===== src/common/lptk_pkg.sv =====
// Summary of operation
// rtc keeps time in a 32-bit up counter on the timekeeping clock
// three alarm events plus a missing-clock event
// each event routable to interrupt, reset request or wakeup request
// alarm 0 may clear the rtc counter on match for periodic alarms
// 4-bit crystal load setting, 16 levels, drives oscillator trim
// timekeeping clock selects internal slow oscillator or 32.768 kHz crystal
// clock tap drives a pin when enabled, also in deepest sleep state
// slow internal oscillator is offered to other modules as a clock
// sleep counter runs only on the timekeeping clock enable; with external select it counts external input edges instead
// sleep counter counts clock ticks or chosen edge of external input
// sleep counter flags overflow and threshold match
// optional clear on threshold match gives a square wave output
// pwm output with programmable period and duty
// alarm raised in the tick where rtc counter equals compare value
// event flags sticky until cleared; pin inputs synchronised first
package lptk_pkg;
	localparam logic [7:0] LPTK_CTRL_OFS    = 8'h00;
	localparam logic [7:0] LPTK_RTC_OFS     = 8'h04;
	localparam logic [7:0] LPTK_ALM0_OFS    = 8'h08;
	localparam logic [7:0] LPTK_ALM1_OFS    = 8'h0C;
	localparam logic [7:0] LPTK_ALM2_OFS    = 8'h10;
	localparam logic [7:0] LPTK_THR_OFS     = 8'h14;
	localparam logic [7:0] LPTK_PER_OFS     = 8'h18;
	localparam logic [7:0] LPTK_DUTY_OFS    = 8'h1C;
	localparam logic [7:0] LPTK_SCNT_OFS    = 8'h20;
	localparam logic [7:0] LPTK_STAT_OFS    = 8'h24;
	localparam logic [7:0] LPTK_CLR_OFS     = 8'h28;
	localparam logic [7:0] LPTK_IEN_OFS     = 8'h2C;
	localparam logic [7:0] LPTK_RSTEN_OFS   = 8'h30;
	localparam logic [7:0] LPTK_WKEN_OFS    = 8'h34;
	// ctrl fields
	localparam int LPTK_C_RTC_EN   = 0;
	localparam int LPTK_C_XTAL_SEL = 1;
	localparam int LPTK_C_TAP_EN   = 2;
	localparam int LPTK_C_AUTOCLR  = 3;
	localparam int LPTK_C_SC_EN    = 4;
	localparam int LPTK_C_EXT_SEL  = 5;
	localparam int LPTK_C_FALL     = 6;
	localparam int LPTK_C_THR_CLR  = 7;
	localparam int LPTK_C_MCD_EN   = 8;
	localparam int LPTK_C_LOAD_LO  = 12;
	localparam int LPTK_C_LOAD_W   = 4;
	localparam logic [31:0] LPTK_CTRL_RST = 32'h0000_0000;
	// status bits
	localparam int LPTK_EV_N    = 6;
	localparam int LPTK_EV_ALM0 = 0;
	localparam int LPTK_EV_MCD  = 3;
	localparam int LPTK_EV_OVF  = 4;
	localparam int LPTK_EV_THR  = 5;
	// missing-clock window in system clocks
	localparam int LPTK_CLK_MHZ    = 100;
	localparam int LPTK_MCD_US     = 1000;
	localparam int LPTK_MCD_CYCLES = LPTK_MCD_US * LPTK_CLK_MHZ;
endpackage


===== src/common/lptk_tick_if.sv =====
`timescale 1ns/1ns
interface lptk_tick_if;
	logic sync_lf;
	logic sync_xt;
	logic xtal_sel;
	logic tick;
	logic tap;
	modport src (input sync_lf, input sync_xt, input xtal_sel,
		output tick, output tap);
	modport dst (output sync_lf, output sync_xt, output xtal_sel,
		input tick, input tap);
endinterface


===== src/hdl/lptk_sync.sv =====
`timescale 1ns/1ns
module lptk_sync #(
	parameter int W = 3
) (
	// clock and reset
	input  wire logic         clk,
	input  wire logic         rst,
	// data
	input  wire logic [W-1:0] d,
	output logic      [W-1:0] q
);
	typedef struct packed {
		logic [W-1:0] s1;
		logic [W-1:0] s2;
	} lptk_sync_s;
	lptk_sync_s st_q;
	lptk_sync_s st_d;
	always_comb begin
		st_d    = st_q;
		st_d.s1 = d;
		st_d.s2 = st_q.s1;
	end
	always_ff @(posedge clk) begin
		if (rst) begin
			st_q <= '0;
		end else begin
			st_q <= st_d;
		end
	end
	assign q = st_q.s2;
endmodule // lptk_sync


===== src/hdl/lptk_tick.sv =====
`timescale 1ns/1ns
module lptk_tick (
	// clock and reset
	input  wire logic clk,
	input  wire logic rst,
	// tick link
	lptk_tick_if.src  t
);
	typedef struct packed {
		logic prev;
		logic tick;
	} lptk_tick_s;
	lptk_tick_s st_q;
	lptk_tick_s st_d;
	logic       sel;
	always_comb begin
		sel = t.xtal_sel ? t.sync_xt : t.sync_lf;
		st_d = st_q;
		st_d.prev = sel;
		st_d.tick = sel & ~st_q.prev;
	end
	always_ff @(posedge clk) begin
		if (rst) begin
			st_q <= '0;
		end else begin
			st_q <= st_d;
		end
	end
	assign t.tick = st_q.tick;
	assign t.tap  = st_q.prev;
endmodule // lptk_tick


===== src/hdl/lptk_top.sv =====
`timescale 1ns/1ns
module lptk_top
	import lptk_pkg::*;
#(
	parameter int MCD_CYCLES = LPTK_MCD_CYCLES,
	parameter int SCW        = 16
) (
	// clock and reset
	input  wire logic        clk,
	input  wire logic        rst,
	// apb slave
	input  wire logic        psel,
	input  wire logic        penable,
	input  wire logic        pwrite,
	input  wire logic [7:0]  paddr,
	input  wire logic [31:0] pwdata,
	output logic      [31:0] prdata,
	output logic             pready,
	output logic             pslverr,
	// oscillator pins
	input  wire logic        slow_osc_in,
	input  wire logic        xtal_in,
	input  wire logic        ext_count_in,
	output logic      [3:0]  xtal_load_trim,
	output logic             slow_clk_out,
	// pin outputs
	output logic             tap_out,
	output logic             tap_oe,
	output logic             sq_out,
	output logic             pwm_out,
	// requests
	output logic             irq,
	output logic             reset_req,
	output logic             wakeup_req
);
	typedef struct packed {
		logic [31:0]         ctrl;
		logic [31:0]         rtc;
		logic [2:0][31:0]    alm;
		logic [SCW-1:0]      thr;
		logic [SCW-1:0]      per;
		logic [SCW-1:0]      duty;
		logic [SCW-1:0]      scnt;
		logic [SCW-1:0]      pcnt;
		logic [LPTK_EV_N-1:0] stat;
		logic [LPTK_EV_N-1:0] ien;
		logic [LPTK_EV_N-1:0] rsten;
		logic [LPTK_EV_N-1:0] wken;
		logic [31:0]         mcd;
		logic                ext_prev;
		logic                sq;
		logic                pwm;
		logic [31:0]         rdata;
	} lptk_top_s;
	lptk_top_s st_q;
	lptk_top_s st_d;

	logic [2:0]           pins;
	logic                 tick;
	logic                 ext_edge;
	logic                 sc_inc;
	logic [LPTK_EV_N-1:0] ev;
	logic                 wr;
	logic                 rd;
	logic                 hit;
	logic [2:0]           alm_hit;
	lptk_tick_if          tk ();

	lptk_sync #(.W(3)) u_sync (
		.clk (clk),
		.rst (rst),
		.d   ({ext_count_in, xtal_in, slow_osc_in}),
		.q   (pins)
	);

	assign tk.sync_lf  = pins[0];
	assign tk.sync_xt  = pins[1];
	assign tk.xtal_sel = st_q.ctrl[LPTK_C_XTAL_SEL];

	lptk_tick u_tick (
		.clk (clk),
		.rst (rst),
		.t   (tk)
	);

	assign tick = tk.tick;
	assign wr   = psel & penable & pwrite;
	assign rd   = psel & ~penable & ~pwrite;

	// one compare per alarm
	for (genvar g = 0; g < 3; g++) begin : g_alm
		assign alm_hit[g] = (st_q.rtc == st_q.alm[g]);
	end

	always_comb begin
		hit = 1'b1;
		unique case (paddr)
			LPTK_CTRL_OFS, LPTK_RTC_OFS, LPTK_ALM0_OFS, LPTK_ALM1_OFS,
			LPTK_ALM2_OFS, LPTK_THR_OFS, LPTK_PER_OFS, LPTK_DUTY_OFS,
			LPTK_SCNT_OFS, LPTK_STAT_OFS, LPTK_CLR_OFS, LPTK_IEN_OFS,
			LPTK_RSTEN_OFS, LPTK_WKEN_OFS: hit = 1'b1;
			default: hit = 1'b0;
		endcase
	end

	always_comb begin
		st_d = st_q;
		ev   = '0;
		// rtc counter and alarms
		if (st_q.ctrl[LPTK_C_RTC_EN] && tick) begin
			ev[LPTK_EV_ALM0 +: 3] = alm_hit;
			if (ev[LPTK_EV_ALM0] && st_q.ctrl[LPTK_C_AUTOCLR]) begin
				st_d.rtc = '0;
			end else begin
				st_d.rtc = st_q.rtc + 32'h0000_0001;
			end
		end
		// missing clock detector
		if (tick || !st_q.ctrl[LPTK_C_MCD_EN]) begin
			st_d.mcd = '0;
		end else if (st_q.mcd == 32'(MCD_CYCLES - 1)) begin
			ev[LPTK_EV_MCD] = 1'b1;
			st_d.mcd = '0;
		end else begin
			st_d.mcd = st_q.mcd + 32'h0000_0001;
		end
		// sleep counter
		st_d.ext_prev = pins[2];
		ext_edge = st_q.ctrl[LPTK_C_FALL] ? (st_q.ext_prev & ~pins[2])
			: (~st_q.ext_prev & pins[2]);
		sc_inc = st_q.ctrl[LPTK_C_EXT_SEL] ? ext_edge : tick;
		if (st_q.ctrl[LPTK_C_SC_EN] && sc_inc) begin
			if (st_q.scnt == st_q.thr) begin
				ev[LPTK_EV_THR] = 1'b1;
			end
			if (&st_q.scnt) begin
				ev[LPTK_EV_OVF] = 1'b1;
			end
			if (ev[LPTK_EV_THR] && st_q.ctrl[LPTK_C_THR_CLR]) begin
				st_d.scnt = '0;
				st_d.sq   = ~st_q.sq;
			end else begin
				st_d.scnt = st_q.scnt + 1'b1;
			end
		end
		// pwm on ticks
		if (st_q.ctrl[LPTK_C_SC_EN] && tick) begin
			if (st_q.pcnt >= st_q.per) begin
				st_d.pcnt = '0;
			end else begin
				st_d.pcnt = st_q.pcnt + 1'b1;
			end
			st_d.pwm = (st_d.pcnt < st_q.duty);
		end
		// register writes
		if (wr) begin
			unique case (paddr)
				LPTK_CTRL_OFS:  st_d.ctrl = pwdata;
				LPTK_RTC_OFS:   st_d.rtc = pwdata;
				LPTK_ALM0_OFS:  st_d.alm[0] = pwdata;
				LPTK_ALM1_OFS:  st_d.alm[1] = pwdata;
				LPTK_ALM2_OFS:  st_d.alm[2] = pwdata;
				LPTK_THR_OFS:   st_d.thr = pwdata[SCW-1:0];
				LPTK_PER_OFS:   st_d.per = pwdata[SCW-1:0];
				LPTK_DUTY_OFS:  st_d.duty = pwdata[SCW-1:0];
				LPTK_SCNT_OFS:  st_d.scnt = pwdata[SCW-1:0];
				LPTK_CLR_OFS:   st_d.stat = st_q.stat & ~pwdata[LPTK_EV_N-1:0];
				LPTK_IEN_OFS:   st_d.ien = pwdata[LPTK_EV_N-1:0];
				LPTK_RSTEN_OFS: st_d.rsten = pwdata[LPTK_EV_N-1:0];
				LPTK_WKEN_OFS:  st_d.wken = pwdata[LPTK_EV_N-1:0];
				default: ;
			endcase
		end
		st_d.stat = st_d.stat | ev;
		// read data captured in setup phase
		if (rd) begin
			unique case (paddr)
				LPTK_CTRL_OFS:  st_d.rdata = st_q.ctrl;
				LPTK_RTC_OFS:   st_d.rdata = st_q.rtc;
				LPTK_ALM0_OFS:  st_d.rdata = st_q.alm[0];
				LPTK_ALM1_OFS:  st_d.rdata = st_q.alm[1];
				LPTK_ALM2_OFS:  st_d.rdata = st_q.alm[2];
				LPTK_THR_OFS:   st_d.rdata = 32'(st_q.thr);
				LPTK_PER_OFS:   st_d.rdata = 32'(st_q.per);
				LPTK_DUTY_OFS:  st_d.rdata = 32'(st_q.duty);
				LPTK_SCNT_OFS:  st_d.rdata = 32'(st_q.scnt);
				LPTK_STAT_OFS:  st_d.rdata = 32'(st_q.stat);
				LPTK_IEN_OFS:   st_d.rdata = 32'(st_q.ien);
				LPTK_RSTEN_OFS: st_d.rdata = 32'(st_q.rsten);
				LPTK_WKEN_OFS:  st_d.rdata = 32'(st_q.wken);
				default:        st_d.rdata = 32'h0000_0000;
			endcase
		end
	end

	always_ff @(posedge clk) begin
		if (rst) begin
			st_q      <= '0;
			st_q.ctrl <= LPTK_CTRL_RST;
		end else begin
			st_q <= st_d;
		end
	end

	assign prdata     = st_q.rdata;
	assign pready     = 1'b1;
	assign pslverr    = psel & penable & ~hit;
	assign xtal_load_trim =
		st_q.ctrl[LPTK_C_LOAD_LO +: LPTK_C_LOAD_W];
	assign slow_clk_out = pins[0];
	assign tap_oe     = st_q.ctrl[LPTK_C_TAP_EN];
	assign tap_out    = tap_oe & tk.tap;
	assign sq_out     = st_q.sq;
	assign pwm_out    = st_q.pwm;
	assign irq        = |(st_q.stat & st_q.ien);
	assign reset_req  = |(st_q.stat & st_q.rsten);
	assign wakeup_req = |(st_q.stat & st_q.wken);
endmodule // lptk_top

===== config.mk =====
export PLATFORM = sky130hd
export DESIGN_NAME = lptk_top
export DESIGN_NICKNAME = d
export VERILOG_FILES = /design/src/common/lptk_pkg.sv /design/src/common/lptk_tick_if.sv /design/src/hdl/lptk_sync.sv /design/src/hdl/lptk_tick.sv /design/src/hdl/lptk_top.sv
export SDC_FILE = /design/constraint.sdc
export NUM_CORES = 1
export LEC_CHECK = 0
export BUFFER_PORTS_ARGS = -buffer_cell sky130_fd_sc_hd__buf_2
export CORE_MARGIN = 1.5
export CORE_UTILIZATION = 62
export DETAILED_ROUTE_END_ITERATION = 8
export PLACE_DENSITY_LB_ADDON = 0.12
export SYNTH_ARGS = -nofsm -noshare
export SYNTH_HDL_FRONTEND = slang
export SYNTH_SLANG_ARGS = --single-unit

===== constraint.sdc =====
create_clock -name clk -period 4.4 [get_ports clk]
set_input_delay 0 -clock clk [delete_from_list [all_inputs] [get_ports clk]]
set_output_delay 0 -clock clk [all_outputs]
set_load 0.01 [all_outputs]

==> impl_metrics.tcl <==
set metrics [dict create \
    status "finished, final reports clean" \
    min-delay-start "psel" \
    slew_viol_final 0 \
    hold_end "prdata[9]" \
    synth_cell_types 79 \
    synth_top_family_by_area "simple AND/OR/NAND/NOR gates" \
    fmax_mhz 288 \
    worst_hold_slack_ns 0.0541 \
    grt_setup_unrepaired "no" \
    cts_resized 0 \
    io_buffers 92 \
    synthFlopType "dfxtp_1" \
    cp-start-kind "register" \
    ys_warn_count 0 \
    avgSynthCellArea_um2 7.83 \
    die_h_um 174 \
    route.detailed.drc 0 \
    p_sw_frac 0.231 \
    syn_to_final_growth_pct 9.93 \
    power.density_nw_per_um2 335 \
    place.gp.congestion 0.993 \
    synthSimpleGateAreaFrac 0.242 \
    power.net_switching_mw 1.55 \
    final.setup.worst_slack_ns 0.925 \
    synthTopCellsByArea "dfxtp_1, nand2_1, a21oi_1" \
    track_usage 0.402 \
    nFillCells 2394 \
    regToRegSetupSlack_ns 0.92 \
    worstHoldPathType "in2reg" \
    fp-row-count 62 \
    htreeDepth 2 \
    grt_pass1_wl_um 95000 \
    first_pass_iters 8 \
    pwr-share-comb 0.040 \
    p_leak_nw 7.23 \
    fin_util 0.696 \
    synth_enable_flop_cells 0 \
    cts.path.max_buffers 3 \
    path_class "reg2reg" \
    gr-total-overflow 0 \
    worstPathMaxFanout 12 \
    ir_drop_v 0.000310 \
    relSlewSlack 0.184 \
    regToRegEndpoint "pwm_out" \
    p_seq_frac 0.458 \
    insertion_delay_ns 0.54 \
    dieArea_um2 30400 \
    start_util 0.633 \
    maxCapViolations 0 \
    pre_cts_slack_ns 0.970 \
    yosys.area.top_type_share 0.372 \
    pin_count 94 \
    chipWidth_um 174 \
    finalSetupViolations 0 \
    ant_nets 0 \
    synth-xor-area-share 0.0952 \
    arrival_ns 3.93 \
    syn_area_um2 18200 \
    viasPerCell 6.41 \
    cts_tree "built" \
    syn_inst 2328 \
    antenna_found_initial 3 \
    internal-power_mw 5.17 \
    dp_cells 2617 \
    cts_inserted_buffers 38 \
    period_needed_ns 3.48 \
    cp-end-kind "register" \
    synthAdderAreaFrac 0.0240 \
    synthesis.nets 2411 \
    whs_path_depth 4 \
    first_global_vias 16200 \
    synthMuxAreaShare 0.0358 \
    n_antenna_cell 0 \
    clkPwrFrac 0.502 \
    drt_iter0_markers 2370 \
    yosysTopAreaCell "dfxtp_1" \
    tns_ns 0 \
    clkTransAtPathRegs_ns 0.06 \
    synth-async-reset-ratio 0 \
    clock-root-buffer "clkbuf_16" \
    stdcell_area_um2 20000 \
    worstPathRequired_ns 4.85 \
    wl_um 61800 \
    coreArea_um2 28800 \
    dpl.hpwl_um 41900 \
    r2r_start "st_q[140]" \
    synth_seq_cells 339 \
    startpoint "st_q[140]" \
    reg2reg_depth 14 \
    nets 2391 \
    timing.final.crit_share 0.790 \
    instances_no_fill 2721 \
    seq_area_frac_synth 0.372 \
    via_count 17400 \
    synth_compound_area_frac 0.161 \
    clock-sinks 339 \
    hold_violations 0 \
    fin_worst_skew_ns 0.0158 \
    post_drt_wl_per_cell_um 22.7 \
    power_mw 6.72 \
    tightest_slew_ns 1.22 \
    drive_above_1_share 0.108 \
    grt_max_degree 95 \
    placed_cell_area_um2 18400 \
]
-- timing repair --
action	4_1_cts	5_1_grt
hold buffers	35	0
buffers inserted	0	0
hold endpoints to repair	246	0
-- worst max-delay path by stage --
stage | slack (ns) | endpoint | depth (start not counted)
final | 0.92 | pwm_out | 14
after global routing | 0.52 | pwm_out | 14
after CTS | 0.95 | pwm_out | 14
after detailed placement | 0.97 | pwm_out | 14
after global placement | 1.05 | pwm_out | 14
after floorplan | 1.22 | pwm_out | 16
-- metal layers --
metal | wire length (um) | up-vias | track usage
met5 | 32 | - | 0
met4 | 3160 | 4 | 0.184
met3 | 7830 | 216 | 0.0949
met2 | 26200 | 1135 | 0.595
met1 | 24600 | 8163 | 0.554
li1 | - | 7923 | -
-- cell type report --
| cell class | instances | area [um2] | area share |
|---|---|---|---|
| clock buffers | 49 | 1070 | 0.0536 |
| clock inverters | 20 | 246 | 0.0123 |
| inverters | 43 | 161 | 0.00806 |
| multi-input cells | 1727 | 10200 | 0.510 |
| flip-flops and latches | 339 | 6790 | 0.339 |
| well taps | 384 | 480 | 0.0240 |
| repair buffers | 159 | 1070 | 0.0535 |
-- power by group through the flow --
stage | sequential, mW | combinational, mW | clock, mW
floorplan | 3.14 | 0.126 | 0
global placement | 3.14 | 0.230 | 0
detailed placement | 3.14 | 0.230 | 0
CTS | 3.08 | 0.255 | 3.38
global route | 3.07 | 0.275 | 3.52
finish | 3.08 | 0.268 | 3.37
-- critical path: stages (launching register included) --
cell and delay [ns]:
dfxtp_1 0.36, inv_1 0.06, ha_1 0.28, nor2b_1 0.13, o211a_1 0.21, o311ai_2 0.32
nand4_2 0.37, nor2_1 0.23, ha_1 0.26, and3_1 0.20, a221oi_1 0.28, nor2_1 0.07
a2111oi_0 0.31, a21oi_1 0.09, a211oi_1 0.23
-- cells by family (layout without fill, tap and decap cells) --
family / after synthesis / count (layout)
compound gates: 475 / 475
xor+xnor: 198 / 198
fa+ha+maj: 35 / 35
buf+inv: 262 / 271
flops: 339 / 339
mux: 59 / 59
other cells: 1 / 1
simple gates: 959 / 959
-- synthesized netlist by cell type, drive strengths merged, types with 3 or more instances --
cell       n
a32oi     13
mux2      20
nand4     39
ha        35
or2        8
a22o      17
nor2     145
nand3     71
a21oi    242
or3       19
buf      123
nand3b     5
a221oi     3
a2111oi    3
nor4      36
inv       43
a311oi     3
or4       10
nor4b      4
or4b       5
a31oi     14
a21o      21
o21ai     49
a211oi     4
nand2b    10
a2bb2oi    4
mux2i     36
o311ai     3
and2       9
o31ai     16
and4       6
and3      14
mux4       3
a22oi     47
dfxtp    339
o22ai     12
clkbuf    96
xnor2     84
nor3      32
a222oi    13
nor2b     17
nand2    525
xor2     114
-- sequential cells by signal, indices dropped and copies added, names as in the netlist --
signal          cells
prdata             32
pwm_out             1
sq_out              1
st_q              292
tap_oe              1
u_sync.q            3
u_sync.st_d         3
u_tick.t.tap        1
u_tick.t.tick       1
xtal_load_trim      4
-- cells in the final DEF (no fill, tap or decap), types with 15 or more instances in the layout --
| cell | synthesis | routed |
|---|---|---|
| nand2_1 | 524 | 524 |
| dfxtp_1 | 339 | 339 |
| a21oi_1 | 242 | 242 |
| nor2_1 | 137 | 137 |
| xor2_1 | 114 | 114 |
| buf_2 | 69 | 91 |
| xnor2_1 | 84 | 84 |
| nand3_1 | 69 | 69 |
| o21ai_0 | 47 | 47 |
| a22oi_1 | 47 | 47 |
| inv_1 | 43 | 43 |
| clkbuf_16 | 0 | 39 |
| nand4_1 | 38 | 38 |
| mux2i_1 | 36 | 36 |
| ha_1 | 35 | 35 |
| dlygate4sd3_1 | 0 | 35 |
| nor4_1 | 35 | 34 |
| buf_4 | 47 | 31 |
| nor3_1 | 23 | 23 |
| a21o_1 | 21 | 21 |
| mux2_2 | 20 | 20 |
| or3_1 | 19 | 19 |
| nor2b_1 | 17 | 17 |
| a22o_1 | 17 | 17 |
| o31ai_1 | 15 | 15 |
(Power assumes the default switching activity.)
